==> src/dph_pkg.sv <==
package dph_pkg;

    // register map, byte addresses
    localparam logic [7:0]  ADDR_IDENT       = 8'h00;
    localparam logic [7:0]  ADDR_HOLD_CTL    = 8'h04;
    localparam logic [7:0]  ADDR_PORT_STATUS = 8'h08;
    localparam logic [31:0] HOLD_CTL_RESET   = 32'h0000_0000;
    localparam logic [31:0] HOLD_CTL_MASK    = 32'hC0FB_8F07;

    // hold control field positions
    localparam int BIT_SLEEP_KEEP     = 0;
    localparam int BIT_DEEPSLEEP_KEEP = 1;
    localparam int BIT_STANDBY_KEEP   = 2;
    localparam int BIT_FREE_WDG       = 8;
    localparam int BIT_WINDOW_WDG     = 9;
    localparam int BIT_TIMER_A        = 10;
    localparam int BIT_TIMER_B        = 11;
    localparam int BIT_TWOWIRE0       = 15;
    localparam int BIT_TWOWIRE1       = 16;
    localparam int BIT_TIMER_E        = 17;
    localparam int BIT_TIMER_C        = 19;
    localparam int BIT_TIMER_D        = 20;
    localparam int BIT_MULTIFUNC      = 21;
    localparam int BIT_CANBUS0        = 22;
    localparam int BIT_CANBUS1        = 23;
    localparam int BIT_TIMER_G        = 30;
    localparam int BIT_TIMER_F        = 31;

    // port switching sequence
    localparam int          LINE_RESET_MIN   = 50;
    localparam logic [15:0] SEQ_JTAG_TO_SW   = 16'hE79E;
    localparam logic [15:0] SEQ_SW_TO_JTAG   = 16'hE73C;

    // tap chain
    localparam int          SCAN_IR_BITS     = 5;
    localparam int          CORE_IR_BITS     = 4;
    localparam logic [4:0]  SCAN_IR_BYPASS   = 5'h1F;
    localparam logic [4:0]  SCAN_IR_IDENT    = 5'h01;
    localparam logic [3:0]  CORE_IR_IDENT    = 4'hE;
    localparam logic [3:0]  CORE_IR_BYPASS   = 4'hF;

    // debug rom table base
    localparam logic [31:0] ROM_TABLE_BASE   = 32'hE00F_F000;

    typedef enum logic [1:0] {
        DPH_PORT_JTAG = 2'h0,
        DPH_PORT_SW   = 2'h1,
        DPH_PORT_NONE = 2'h3
    } dph_port_t;

    typedef enum logic [3:0] {
        TS_RESET = 4'h0, TS_IDLE  = 4'h1, TS_SDR_SEL = 4'h3, TS_CDR = 4'h2,
        TS_SDR   = 4'h6, TS_E1DR  = 4'h7, TS_PDR     = 4'h5, TS_E2DR = 4'h4,
        TS_UDR   = 4'hC, TS_SIR_SEL = 4'hD, TS_CIR   = 4'hF, TS_SIR  = 4'hE,
        TS_E1IR  = 4'hA, TS_PIR   = 4'hB, TS_E2IR    = 4'h9, TS_UIR  = 4'h8
    } dph_tap_t;

    typedef struct packed {
        logic sleep_clock_keep;
        logic deepsleep_clock_keep;
        logic standby_clock_keep;
        logic standby_exit_reset;
    } dph_power_t;

    typedef struct packed {
        logic [6:0] timer_freeze;
        logic [1:0] twowire_timeout_freeze;
        logic       window_watchdog_freeze;
        logic       free_watchdog_freeze;
        logic [1:0] canbus_freeze;
        logic       multifunc_comm_freeze;
    } dph_freeze_t;

    typedef struct packed {
        logic test_data_out;
        logic test_data_out_oe;
        logic swdio_out;
        logic swdio_oe;
    } dph_pin_out_t;

endpackage : dph_pkg

==> src/dph_debug_port.sv <==
// The address-and-strobe port is this design's own decision.
`timescale 1ns/1ps
`default_nettype none
module dph_debug_port #(
    parameter logic [31:0] IDENT_VALUE   = 32'h1234_5001, // arbitrary value
    parameter logic [31:0] JEDEC_VALUE   = 32'h0000_0ABC, // arbitrary value
    parameter int          LINE_RESET    = dph_pkg::LINE_RESET_MIN
) (
    input  wire logic                  clk,
    input  wire logic                  rst,
    input  wire logic [7:0]            reg_addr,
    input  wire logic [31:0]           reg_wdata,
    input  wire logic                  reg_write,
    input  wire logic                  reg_read,
    output logic [31:0]                reg_rdata,
    input  wire logic                  system_reset,
    input  wire logic                  debug_halt_request,
    output logic                       core_halted,
    input  wire logic                  test_reset_pin_used,
    input  wire logic                  debug_port_disable,
    input  wire logic                  test_clock_pin,
    input  wire logic                  test_mode_select_pin,
    input  wire logic                  test_data_in_pin,
    input  wire logic                  test_reset_n_pin,
    output dph_pkg::dph_pin_out_t      pin_out,
    output dph_pkg::dph_port_t         active_port,
    output logic [4:0]                 pin_debug_owned,
    output dph_pkg::dph_power_t        power_keep,
    output dph_pkg::dph_freeze_t       freeze,
    input  wire logic                  rom_read,
    input  wire logic [31:0]           rom_addr,
    output logic [31:0]                rom_rdata
);
    import dph_pkg::*;

    // rst is power-on reset; system_reset touches only the halt state (halt_pending, core_halted)
    logic [1:0]  tck_sync;
    logic [1:0]  tms_sync;
    logic [1:0]  tdi_sync;
    logic [1:0]  trst_sync;
    logic        tck_prev;
    logic        tck_rise;
    logic        tck_fall;
    logic        trst_n_int;

    always_ff @(posedge clk) begin
        if (rst) begin
            tck_sync  <= 2'h0;
            tms_sync  <= 2'h3;
            tdi_sync  <= 2'h0;
            trst_sync <= 2'h3;
            tck_prev  <= 1'b0;
        end else begin
            tck_sync  <= {tck_sync[0], test_clock_pin};
            tms_sync  <= {tms_sync[0], test_mode_select_pin};
            tdi_sync  <= {tdi_sync[0], test_data_in_pin};
            trst_sync <= {trst_sync[0], test_reset_n_pin};
            tck_prev  <= tck_sync[1];
        end
    end

    // edges land about three clocks late, so the link clock must stay slow
    assign tck_rise = tck_sync[1] & ~tck_prev;
    assign tck_fall = ~tck_sync[1] & tck_prev;
    // shared clock and mode pins serve both protocols
    // unused reset pin reads as inactive
    assign trst_n_int = test_reset_pin_used ? trst_sync[1] : 1'b1;

    // switch sequence detection: count of high cycles, then 16-bit pattern
    typedef enum logic [1:0] {
        SW_HUNT = 2'h0, SW_PATTERN = 2'h1, SW_TRAIL = 2'h3
    } dph_sw_t;

    dph_sw_t     sw_state;
    logic [6:0]  high_count;
    logic [15:0] pattern;
    logic [4:0]  pattern_bits;
    logic        to_sw;
    dph_port_t   port;
    logic [15:0] pattern_next;

    assign pattern_next = {tms_sync[1], pattern[15:1]};

    always_ff @(posedge clk) begin
        if (rst) begin
            sw_state     <= SW_HUNT;
            high_count   <= 7'h00;
            pattern      <= 16'h0000;
            pattern_bits <= 5'h00;
            to_sw        <= 1'b0;
            port         <= DPH_PORT_JTAG;
        end else if (tck_rise) begin
            unique case (sw_state)
                SW_HUNT: begin
                    if (tms_sync[1]) begin
                        if (high_count != 7'h7F)
                            high_count <= high_count + 7'h01;
                    end else if (int'(high_count) >= LINE_RESET) begin
                        sw_state     <= SW_PATTERN;
                        pattern      <= 16'h0000;
                        pattern_bits <= 5'h01;
                        high_count   <= 7'h00;
                    end else begin
                        high_count <= 7'h00;
                    end
                end
                SW_PATTERN: begin
                    // lsb arrives first, so shift in from the top
                    pattern      <= pattern_next;
                    pattern_bits <= pattern_bits + 5'h01;
                    if (pattern_bits == 5'h0F) begin
                        if (pattern_next == SEQ_JTAG_TO_SW
                                && port == DPH_PORT_JTAG) begin
                            to_sw    <= 1'b1;
                            sw_state <= SW_TRAIL;
                        end else if (pattern_next == SEQ_SW_TO_JTAG
                                && port == DPH_PORT_SW) begin
                            to_sw    <= 1'b0;
                            sw_state <= SW_TRAIL;
                        end else begin
                            sw_state <= SW_HUNT;
                        end
                        high_count <= 7'h00;
                    end
                end
                SW_TRAIL: begin
                    if (!tms_sync[1]) begin
                        sw_state   <= SW_HUNT;
                        high_count <= 7'h00;
                    end else if (int'(high_count) + 1 >= LINE_RESET) begin
                        // saturated count lets this trailing run open the next sequence
                        port       <= to_sw ? DPH_PORT_SW : DPH_PORT_JTAG;
                        sw_state   <= SW_HUNT;
                        high_count <= 7'h7F;
                    end else begin
                        high_count <= high_count + 7'h01;
                    end
                end
                default: sw_state <= SW_HUNT;
            endcase
        end
    end

    assign active_port = debug_port_disable ? DPH_PORT_NONE : port;

    // pin ownership: {reset, data_out, data_in, mode, clock}
    always_comb begin
        unique case (active_port)
            DPH_PORT_JTAG: pin_debug_owned = test_reset_pin_used ? 5'h1F : 5'h0F;
            DPH_PORT_SW:   pin_debug_owned = 5'h03;
            default:       pin_debug_owned = 5'h00;
        endcase
    end

    // tap controller; only the test reset touches it besides power-on
    dph_tap_t    tap;
    logic [4:0]  scan_ir;
    logic [3:0]  core_ir;
    logic [8:0]  ir_shift;
    logic [32:0] dr_shift;
    logic        tdo_q;

    function automatic dph_tap_t tap_next(input dph_tap_t s, input logic tms);
        unique case (s)
            TS_RESET:   tap_next = tms ? TS_RESET   : TS_IDLE;
            TS_IDLE:    tap_next = tms ? TS_SDR_SEL : TS_IDLE;
            TS_SDR_SEL: tap_next = tms ? TS_SIR_SEL : TS_CDR;
            TS_CDR:     tap_next = tms ? TS_E1DR    : TS_SDR;
            TS_SDR:     tap_next = tms ? TS_E1DR    : TS_SDR;
            TS_E1DR:    tap_next = tms ? TS_UDR     : TS_PDR;
            TS_PDR:     tap_next = tms ? TS_E2DR    : TS_PDR;
            TS_E2DR:    tap_next = tms ? TS_UDR     : TS_SDR;
            TS_UDR:     tap_next = tms ? TS_SDR_SEL : TS_IDLE;
            TS_SIR_SEL: tap_next = tms ? TS_RESET   : TS_CIR;
            TS_CIR:     tap_next = tms ? TS_E1IR    : TS_SIR;
            TS_SIR:     tap_next = tms ? TS_E1IR    : TS_SIR;
            TS_E1IR:    tap_next = tms ? TS_UIR     : TS_PIR;
            TS_PIR:     tap_next = tms ? TS_E2IR    : TS_PIR;
            TS_E2IR:    tap_next = tms ? TS_UIR     : TS_SIR;
            TS_UIR:     tap_next = tms ? TS_SDR_SEL : TS_IDLE;
        endcase
    endfunction : tap_next

    logic jtag_live;
    logic scan_bypass;
    logic [5:0] dr_len;

    assign jtag_live   = (active_port == DPH_PORT_JTAG);
    assign scan_bypass = (scan_ir != SCAN_IR_IDENT);
    // one extra bypass bit ahead of the core register
    always_comb begin
        if (!scan_bypass)
            dr_len = 6'h21;
        else if (core_ir == CORE_IR_IDENT)
            dr_len = 6'h21;
        else
            dr_len = 6'h02;
    end

    always_ff @(posedge clk) begin
        if (rst || !trst_n_int) begin
            tap <= TS_RESET;
        end else if (jtag_live && tck_rise) begin
            tap <= tap_next(tap, tms_sync[1]);
        end
    end

    always_ff @(posedge clk) begin
        if (rst || !trst_n_int || (tap == TS_RESET)) begin
            scan_ir  <= SCAN_IR_IDENT;
            core_ir  <= CORE_IR_IDENT;
            ir_shift <= 9'h000;
            dr_shift <= 33'h0;
        end else if (jtag_live && tck_rise) begin
            unique case (tap)
                TS_CIR: ir_shift <= {4'h0, 5'h01};
                // scan bits enter first and settle at the data out end
                TS_SIR: ir_shift <= {tdi_sync[1], ir_shift[8:1]};
                TS_UIR: begin
                    scan_ir <= ir_shift[4:0];
                    core_ir <= ir_shift[8:5];
                end
                TS_CDR: begin
                    if (!scan_bypass)
                        dr_shift <= {1'b0, IDENT_VALUE};
                    else if (core_ir == CORE_IR_IDENT)
                        dr_shift <= {IDENT_VALUE, 1'b0};
                    else
                        dr_shift <= 33'h0;
                end
                TS_SDR: begin
                    dr_shift <= dr_shift >> 1;
                    dr_shift[dr_len - 6'd1] <= tdi_sync[1];
                end
                default: ;
            endcase
        end
    end

    // data out changes on the falling edge of the test clock
    always_ff @(posedge clk) begin
        if (rst) begin
            tdo_q <= 1'b0;
        end else if (tck_fall) begin
            unique case (tap)
                TS_SDR:  tdo_q <= dr_shift[0];
                TS_SIR:  tdo_q <= ir_shift[0];
                default: tdo_q <= 1'b0;
            endcase
        end
    end

    always_ff @(posedge clk) begin
        if (rst) begin
            pin_out <= '0;
        end else begin
            pin_out.test_data_out    <= tdo_q;
            pin_out.test_data_out_oe <= jtag_live && (tap == TS_SDR || tap == TS_SIR);
            // no serial wire engine here, so the shared data pin stays released
            pin_out.swdio_out        <= 1'b0;
            pin_out.swdio_oe         <= 1'b0;
        end
    end

    // registers; power-on reset only
    logic [31:0] hold_ctl;

    always_ff @(posedge clk) begin
        if (rst) begin
            hold_ctl <= HOLD_CTL_RESET;
        end else if (reg_write && reg_addr == ADDR_HOLD_CTL) begin
            hold_ctl <= reg_wdata & HOLD_CTL_MASK;
        end
    end

    always_ff @(posedge clk) begin
        if (rst) begin
            reg_rdata <= 32'h0000_0000;
        end else if (reg_read) begin
            unique case (reg_addr)
                ADDR_IDENT:       reg_rdata <= IDENT_VALUE;
                ADDR_HOLD_CTL:    reg_rdata <= hold_ctl;
                ADDR_PORT_STATUS: reg_rdata <= {23'h0, pin_debug_owned, tap == TS_RESET,
                                                1'b0, active_port};
                default:          reg_rdata <= 32'h0000_0000;
            endcase
        end else begin
            reg_rdata <= 32'h0000_0000;
        end
    end

    // halt-after-reset: request caught under system reset halts on release
    logic halt_pending;

    always_ff @(posedge clk) begin
        if (rst) begin
            halt_pending <= 1'b0;
            core_halted  <= 1'b0;
        end else if (system_reset) begin
            halt_pending <= halt_pending | debug_halt_request;
            core_halted  <= 1'b0;
        end else begin
            halt_pending <= 1'b0;
            core_halted  <= debug_halt_request | halt_pending;
        end
    end

    always_ff @(posedge clk) begin
        if (rst) begin
            rom_rdata <= 32'h0000_0000;
        end else if (rom_read && rom_addr == ROM_TABLE_BASE) begin
            rom_rdata <= JEDEC_VALUE;
        end else begin
            rom_rdata <= 32'h0000_0000;
        end
    end

    // every freeze is the halt gating one hold bit
    function automatic logic held(input int pos);
        held = core_halted & hold_ctl[pos];
    endfunction : held

    // power keep levels follow the bits directly; counter freezes follow them gated by the halt
    always_comb begin
        power_keep.standby_clock_keep   = hold_ctl[BIT_STANDBY_KEEP];
        power_keep.standby_exit_reset   = hold_ctl[BIT_STANDBY_KEEP];
        power_keep.deepsleep_clock_keep = hold_ctl[BIT_DEEPSLEEP_KEEP];
        power_keep.sleep_clock_keep     = hold_ctl[BIT_SLEEP_KEEP];
        // combinational so the freeze lifts the cycle the halt or bit drops
        freeze.timer_freeze[0]           = held(BIT_TIMER_A);
        freeze.timer_freeze[1]           = held(BIT_TIMER_B);
        freeze.timer_freeze[2]           = held(BIT_TIMER_C);
        freeze.timer_freeze[3]           = held(BIT_TIMER_D);
        freeze.timer_freeze[4]           = held(BIT_TIMER_E);
        freeze.timer_freeze[5]           = held(BIT_TIMER_F);
        freeze.timer_freeze[6]           = held(BIT_TIMER_G);
        freeze.twowire_timeout_freeze[0] = held(BIT_TWOWIRE0);
        freeze.twowire_timeout_freeze[1] = held(BIT_TWOWIRE1);
        freeze.window_watchdog_freeze    = held(BIT_WINDOW_WDG);
        freeze.free_watchdog_freeze      = held(BIT_FREE_WDG);
        freeze.canbus_freeze[0]          = held(BIT_CANBUS0);
        freeze.canbus_freeze[1]          = held(BIT_CANBUS1);
        freeze.multifunc_comm_freeze     = held(BIT_MULTIFUNC);
    end

endmodule : dph_debug_port
`default_nettype wire

==> config.mk <==
export PLATFORM = sky130hd
export DESIGN_NAME = dph_debug_port
export DESIGN_NICKNAME = d
export VERILOG_FILES = /design/src/dph_pkg.sv /design/src/dph_debug_port.sv
export SDC_FILE = /design/constraint.sdc
export NUM_CORES = 1
export LEC_CHECK = 0
export ABC_AREA = 1
export BUFFER_PORTS_ARGS = -buffer_cell sky130_fd_sc_hd__buf_4
export CAP_MARGIN = 20
export CELL_PAD_IN_SITES_DETAIL_PLACEMENT = 0
export CELL_PAD_IN_SITES_GLOBAL_PLACEMENT = 1
export CORE_ASPECT_RATIO = 0.6
export CORE_UTILIZATION = 37
export DETAILED_ROUTE_END_ITERATION = 8
export GPL_ROUTABILITY_DRIVEN = 0
export HOLD_SLACK_MARGIN = 0.15
export PLACE_DENSITY_LB_ADDON = 0.12
export SLEW_MARGIN = 20
export SYNTH_ARGS = -nofsm -noshare
export SYNTH_HDL_FRONTEND = slang
export SYNTH_SLANG_ARGS = --single-unit
==> constraint.sdc <==
create_clock -name clk -period 2.4 [get_ports clk]
set_clock_uncertainty 0.15 [all_clocks]
set_input_delay 0.36 -clock clk [delete_from_list [all_inputs] [get_ports clk]]
set_output_delay 0.36 -clock clk [all_outputs]
set_load 0.05 [all_outputs]
==> impl_metrics.ini, run 1 <==
[run_status]
status = completed

[setup_path]
r2r_slack_ps = 330
cp-endpoint = rom_rdata[9]
cp_max_fo = 1
critPathLaunchType = input pin
reg2reg_from = pattern_bits[0]
cp_data_arrival_time_ps = 2480
reg2regPathDepth = 11
r2r_end = high_count[5]
critical_path_class = in2reg
crit_required_ps = 2570
crit_start = rom_addr[0]
end_kind = register

[routing]
routed_wl_mm = 16.39
wl_per_cell_um = 13.26
ant_nets = 0
highest_layer = met4
wl_met3_um = 996
vias_per_cell = 4.658
vias = 5757
route.met2.wl_mm = 7.504
drtIter0Drc = 319
drc = 0
drtPass1Iterations = 5
drt-met1-wl_mm = 7.778

[placed_design]
dp_hpwl_mm = 11.64
portBuffers = 131
place_area_um2 = 7232

[power]
powerDensity_nw_per_um2 = 678.1
ir_drop_v = 0.0004058
cellLeakagePower_nw = 3.578

[sta]
final_max_slew_viol_count = 0
finalCritPeriodShare_pct = 96.26
slew_headroom_pct = 60.43
period_minus_slack_ps = 2310
fmax_mhz = 432.9
worstMarginPinSlew_ps = 589.0
setup-violations-final = 0
rsz0062_at_grt = false
hold_viol_final = 0
setup_tns_ps = 0

[synth]
ys_types = 41
synthArstFlopShare_pct = 0
synth_seq_cells = 139
synthesis.area_um2 = 6271
yosysWarnings = 0
synth_ff_type = dfxtp_1
syn_avg_cell_area_um2 = 7.483
synthCells = 838
yosysSeqAreaShare_pct = 44.37
synth_edf_count = 0

[clocking]
htree_num_levels = 4
insertion_delay_ps = 410
cts_buffers = 17
root_buffer = clkbuf_16
clk_pin_slew_ps = 70
postCtsSetupBuffers = 0
cts.path.max_buffers = 2
cts_tree = done
cts_sinks = 139

[global_route]
grt_max_degree = 37
grt_util_all_layers_pct = 19.76
grt_pass1_wl_mm = 26.77
antenna_found_initial = 0
grt_pass1_vias = 5522
gr-total-overflow = 0

[cells_and_area]
multiInputGateArea_um2 = 2686
seq_area_um2 = 2783
nets = 1086
antenna_cells = 0
final_area_um2 = 8324
layout-drive-gt1-share_pct = 23.31
area_delta_synth_final_pct = 32.74
nFillCells = 1585

[flow_run]
cap_violations = 0

[die]
dieArea_um2 = 17490
start_util_pct = 38.25
die_h_um = 102.8
coreArea_um2 = 16400
row_count = 36
ios = 179
die_x_um = 170.1

[worst_hold_path]
hp-class = in2reg
-- how the worst min path moves through the flow --
| stage | slack (ps) | startpoint | cells past startpoint | end |
|---|---|---|---|---|
| 6_report | 180 | reg_addr[3] | 4 | reg_rdata[28] |
| 5_1_grt | 190 | reg_addr[3] | 4 | reg_rdata[28] |
| 4_1_cts | 160 | reg_addr[3] | 4 | reg_rdata[28] |
| 3_5_place_dp | 250 | tms_sync[0] | 1 | tms_sync[1] |
| 3_3_place_gp | 240 | tdi_sync[0] | 2 | tdi_sync[1] |
| 2_1_floorplan | 240 | tck_sync[0] | 2 | tck_sync[1] |
-- flip-flops by register name, indices dropped and copies added, names as in the netlist, 2 cells and up --
register,flops
scan_ir,5
tck_sync,2
hold_ctl,17
pin_out,2
tap,4
pattern,15
high_count,7
trst_sync,2
ir_shift,9
sw_state,2
core_ir,4
dr_shift,33
pattern_bits,5
reg_rdata,21
tdi_sync,2
tms_sync,2
-- cell usage after synthesis, types with 2 or more instances --
cell | number | share of area (%)
nor2_2 | 6 | 0.60
nand3_1 | 40 | 3.2
nand4_1 | 10 | 1.0
a21oi_2 | 11 | 1.5
buf_6 | 2 | 0.36
clkbuf_1 | 13 | 0.78
nor3_1 | 20 | 1.6
nand2_2 | 11 | 1.1
buf_2 | 14 | 1.1
xor2_1 | 2 | 0.28
nor2_1 | 64 | 3.8
inv_1 | 91 | 5.4
buf_4 | 52 | 6.2
or2_2 | 5 | 0.50
a21oi_1 | 92 | 7.3
nand3b_1 | 2 | 0.24
nor4_1 | 7 | 0.70
o31ai_1 | 2 | 0.24
dfxtp_1 | 139 | 44
o21ai_1 | 8 | 0.64
inv_2 | 11 | 0.66
nand2_1 | 154 | 9.2
a31oi_1 | 3 | 0.30
o21ai_0 | 50 | 4.0
ha_1 | 5 | 1.0
nand2_4 | 2 | 0.36
o211ai_1 | 3 | 0.36
nor2_4 | 3 | 0.54
a211oi_2 | 3 | 0.60
a22oi_1 | 2 | 0.24
-- stage by stage --
step | total power (W) | utilization (%) | worst slack [ps] | std cells | hold slack, ps
after floorplan | 0.002656 | - | 181.5 | 869 | 238.3
after global placement | 0.002745 | 44.11 | 347.1 | 1161 | 241.8
after detailed placement | 0.002748 | 44.11 | 302.0 | 1161 | 248.8
after CTS | 0.005713 | 50.72 | 73.23 | 1236 | 157.0
after global routing | 0.005850 | 50.77 | 16.12 | 1236 | 192.2
final | 0.005645 | 50.77 | 89.85 | 1236 | 182.5
-- cell usage in the layout (no fill, tap or decap), types with 6 or more instances in the layout --
| cell | Yosys | layout |
|---|---|---|
| o21ai_1 | 8 | 8 |
| dfxtp_1 | 139 | 139 |
| nand2_2 | 11 | 12 |
| nand4_1 | 10 | 10 |
| nor3_1 | 20 | 20 |
| a21oi_1 | 92 | 92 |
| nor2_2 | 6 | 7 |
| o21ai_0 | 50 | 50 |
| nand2_1 | 154 | 153 |
| buf_4 | 52 | 145 |
| nor2_1 | 64 | 63 |
| nor4_1 | 7 | 6 |
| clkbuf_16 | 0 | 17 |
| inv_2 | 11 | 11 |
| conb_1 | 1 | 32 |
| dlygate4sd3_1 | 0 | 44 |
| inv_1 | 91 | 91 |
| nand3_1 | 40 | 40 |
| a21oi_2 | 11 | 11 |
-- cell type report --
class                           count  area share (%)
Clock buffer                       18           5.156
Clock inverter                     13           2.570
Inverter                          104           4.780
Multi-Input combinational cell    545           32.27
Sequential cell                   139           33.43
Tap cell                          228           3.427
Timing Repair Buffer              189           18.37
-- power by group --
part           switching, W  leakage [nW]  internal [W]  total [W]
logic              0.000252          2.15      0.000154   0.000405
clock network       0.00105         0.308       0.00185    0.00290
registers         0.0000177          1.12       0.00232    0.00234
-- critical path: stages --
cell,delay [ps]
dlygate4sd3_1,540
buf_4,130
nor2_1,60
dlygate4sd3_1,540
nand2_1,50
dlygate4sd3_1,570
nor4_2,230
-- layer usage --
| metal | vias up | global-route usage, % |
|---|---|---|
| met5 | - | 0 |
| met4 | 0 | 6.098 |
| met3 | 8 | 5.720 |
| met2 | 179 | 32.50 |
| met1 | 2622 | 25.23 |
| li1 | 2948 | - |
-- cells by family after synthesis --
family                   count (synthesis)  share of synthesized area, %
other                                    1                       0.05980
AO/OA/AOI/OAI                          177                         15.62
buffers and inverters                  185                         14.82
adder cells (fa/ha/maj)                  5                        0.9976
AND/OR/NAND/NOR                        329                         23.84
flip-flops                             139                         44.37
XOR/XNOR                                 2                        0.2794
-- timing repair --
item,4_1_cts,5_1_grt
endpoints found under the setup margin,0,2
resized for setup,0,2
hold buffers,44,0
hold endpoints to repair,28,0
(Power assumes the default switching activity.)
==> run 2, diff against run 1 <==
--- a/config.mk
+++ b/config.mk
@@ -16,6 +16,7 @@
 export GPL_ROUTABILITY_DRIVEN = 0
 export HOLD_SLACK_MARGIN = 0.15
 export PLACE_DENSITY_LB_ADDON = 0.12
+export SETUP_SLACK_MARGIN = 0.5
 export SLEW_MARGIN = 20
 export SYNTH_ARGS = -nofsm -noshare
 export SYNTH_HDL_FRONTEND = slang
==> run 2 against run 1 <==
Net effect:
- maximum frequency is 23% higher
- first-iteration DRC count is 16% higher
- non-clock buffer count is 15 higher
- critical path type is now reg2reg
- die area stayed put
- final cell count is 1.3% higher
- sequential power hardly changed
- utilization is 1.9 points higher
- worst setup slack better by 440 ps
- routed wire length is 3.0% higher
==> impl_metrics.ini, run 2 (synthesis results as in run 1) <==
[setup_path]
cp_slowest_cell = dfxtp_2
critPathLaunchType = register
max_stage_delay_ps = 360
crit_path_cell_trace = ha_4 > nand2_4 > nor2_4 > ha_4 > nor2_4 > a211oi_4 > o21ai_4 > clkinv_4 > nand2_1 > a21oi_1 > nor2_1
crit_required_ps = 2570
reg2regPathDepth = 11
cp_max_fo = 7
path_delay_family = compound AO/OA/AOI/OAI gates
reg2reg_from = pattern_bits[1]
end_kind = register
r2r_slack_ps = 530
critical_path_class = reg2reg
r2r_end = high_count[5]
cp_data_arrival_time_ps = 2040
critPathBufInv = 1
critical_path_depth = 11

[global_route]
grt_pass1_wl_mm = 26.72
grt_util_all_layers_pct = 19.74
antenna_found_initial = 0
grt_pass1_vias = 5460
grt_max_degree = 37
gr-total-overflow = 0

[clocking]
clk_pin_slew_ps = 60
cts_sinks = 139
cts.path.max_buffers = 2
insertion_delay_ps = 420
root_buffer = clkbuf_16
htree_num_levels = 4
cts_buffers = 17
cts_tree = done

[sta]
fmax_mhz = 534.2
finalCritPeriodShare_pct = 78.00
setup_tns_ps = 0
final_max_slew_viol_count = 0
setup_ws_ps = 528.0
period_minus_slack_ps = 1872
worstMarginPinSlew_ps = 564.9
rsz0062_at_grt = true
setup-violations-final = 0
hold_viol_final = 0
slew_headroom_pct = 62.09

[die]
die_x_um = 170.1
start_util_pct = 38.25
dieArea_um2 = 17490
ios = 179
coreArea_um2 = 16400
die_h_um = 102.8
row_count = 36

[cells_and_area]
largest_registers = dr_shift (33), reg_rdata (21), hold_ctl (17)
layout-drive-gt1-share_pct = 27.64
final_common_cell = buf_4
mostFrequentLayoutCells = 152 x buf_4, 146 x nand2_1, 133 x dfxtp_1, 91 x a21oi_1, 87 x inv_1
antenna_cells = 0
area_delta_synth_final_pct = 37.73
top_register = dr_shift
largest_reg_flops = 33
nets = 1101

[routing]
drtPass1Iterations = 5
vias_per_cell = 4.724
wl_per_cell_um = 13.48
routed_wl_mm = 16.88
drtIter0Drc = 371
ant_nets = 0
drc = 0
vias = 5915

[worst_hold_path]
holdPathEnd = pin_out[2]
hp-class = in2reg
worstHoldPathCells = 4
min_from = debug_port_disable

[flow_run]
cap_violations = 0

[power]
powerDensity_nw_per_um2 = 622.9
cellLeakagePower_nw = 3.717
ir_drop_v = 0.0004637

[placed_design]
portBuffers = 131
dp_hpwl_mm = 11.76
dp_slack_ps = 311.3

[run_status]
status = completed
-- run 2: cell count changes in the layout (fill, tap and decap cells not counted), moves of 5 or more --
cell     change
nand3_1      -5
nand2_1      -7
dfxtp_1      -6
buf_4        +7
-- run 2: worst max path at each step --
stage                  startpoint  slack, ps       endpoint
2_1_floorplan  debug_port_disable        510   dr_shift[11]
3_3_place_gp        high_count[0]        320  high_count[3]
3_5_place_dp        high_count[0]        310  high_count[3]
4_1_cts           pattern_bits[1]        410  high_count[5]
5_1_grt             high_count[1]        470  high_count[0]
6_report          pattern_bits[1]        530  high_count[5]
-- run 2: per-layer routing --
| metal | vias up | track usage, % | wire length, µm |
|---|---|---|---|
| met5 | - | 0 | 0 |
| met4 | 0 | 6.306 | 180 |
| met3 | 16 | 6.180 | 1092 |
| met2 | 185 | 30.39 | 7491 |
| met1 | 2736 | 26.40 | 8116 |
| li1 | 2978 | - | - |
-- run 2: timing repair --
action | 4_1_cts | 5_1_grt
pin swaps | 4 | 12
resized for setup | 13 | 54
buffers inserted | 3 | 6
cloned | 0 | 0
endpoints found under the hold margin | 27 | 0
hold buffers | 50 | 0
endpoints found under the setup margin | 49 | 79
-- run 2: cell type report --
| cell class | instances | area, µm² |
|---|---|---|
| Fill cell | 1560 | 7759 |
| Multi-Input combinational cell | 545 | 2889 |
| Sequential cell | 139 | 2800 |
| Timing Repair Buffer | 204 | 1672 |
| Clock buffer | 18 | 439.2 |
| Inverter | 104 | 407.9 |
| Tap cell | 228 | 285.3 |
| Clock inverter | 14 | 143.9 |
-- run 2: worst reg2reg max path: stages (launching register included) --
cell and delay, ps:
dfxtp_2 360, ha_4 160, nand2_4 60, nor2_4 100, ha_4 180, nor2_4 60
a211oi_4 220, o21ai_4 150, clkinv_4 120, nand2_1 50, a21oi_1 110, nor2_1 60
-- run 2: power breakdown --
part           switching, W  internal, W
sequential        0.0000205      0.00232
clock               0.00104      0.00156
combinational      0.000267     0.000174
total               0.00133      0.00405
-- run 2: through the flow --
| stage | cell area, µm² | utilization [%] | power (W) | hold slack [ps] | cells |
|---|---|---|---|---|---|
| final | 8637 | 52.68 | 0.005380 | 161.8 | 1252 |
| after global routing | 8637 | 52.68 | 0.005585 | 162.4 | 1252 |
| after CTS | 8382 | 51.12 | 0.005408 | 164.3 | 1246 |
| after detailed placement | 7239 | 44.15 | 0.002747 | 243.8 | 1161 |
| after global placement | 7239 | 44.15 | 0.002743 | 239.8 | 1161 |
| after floorplan | 6397 | - | 0.002657 | 238.3 | 869 |
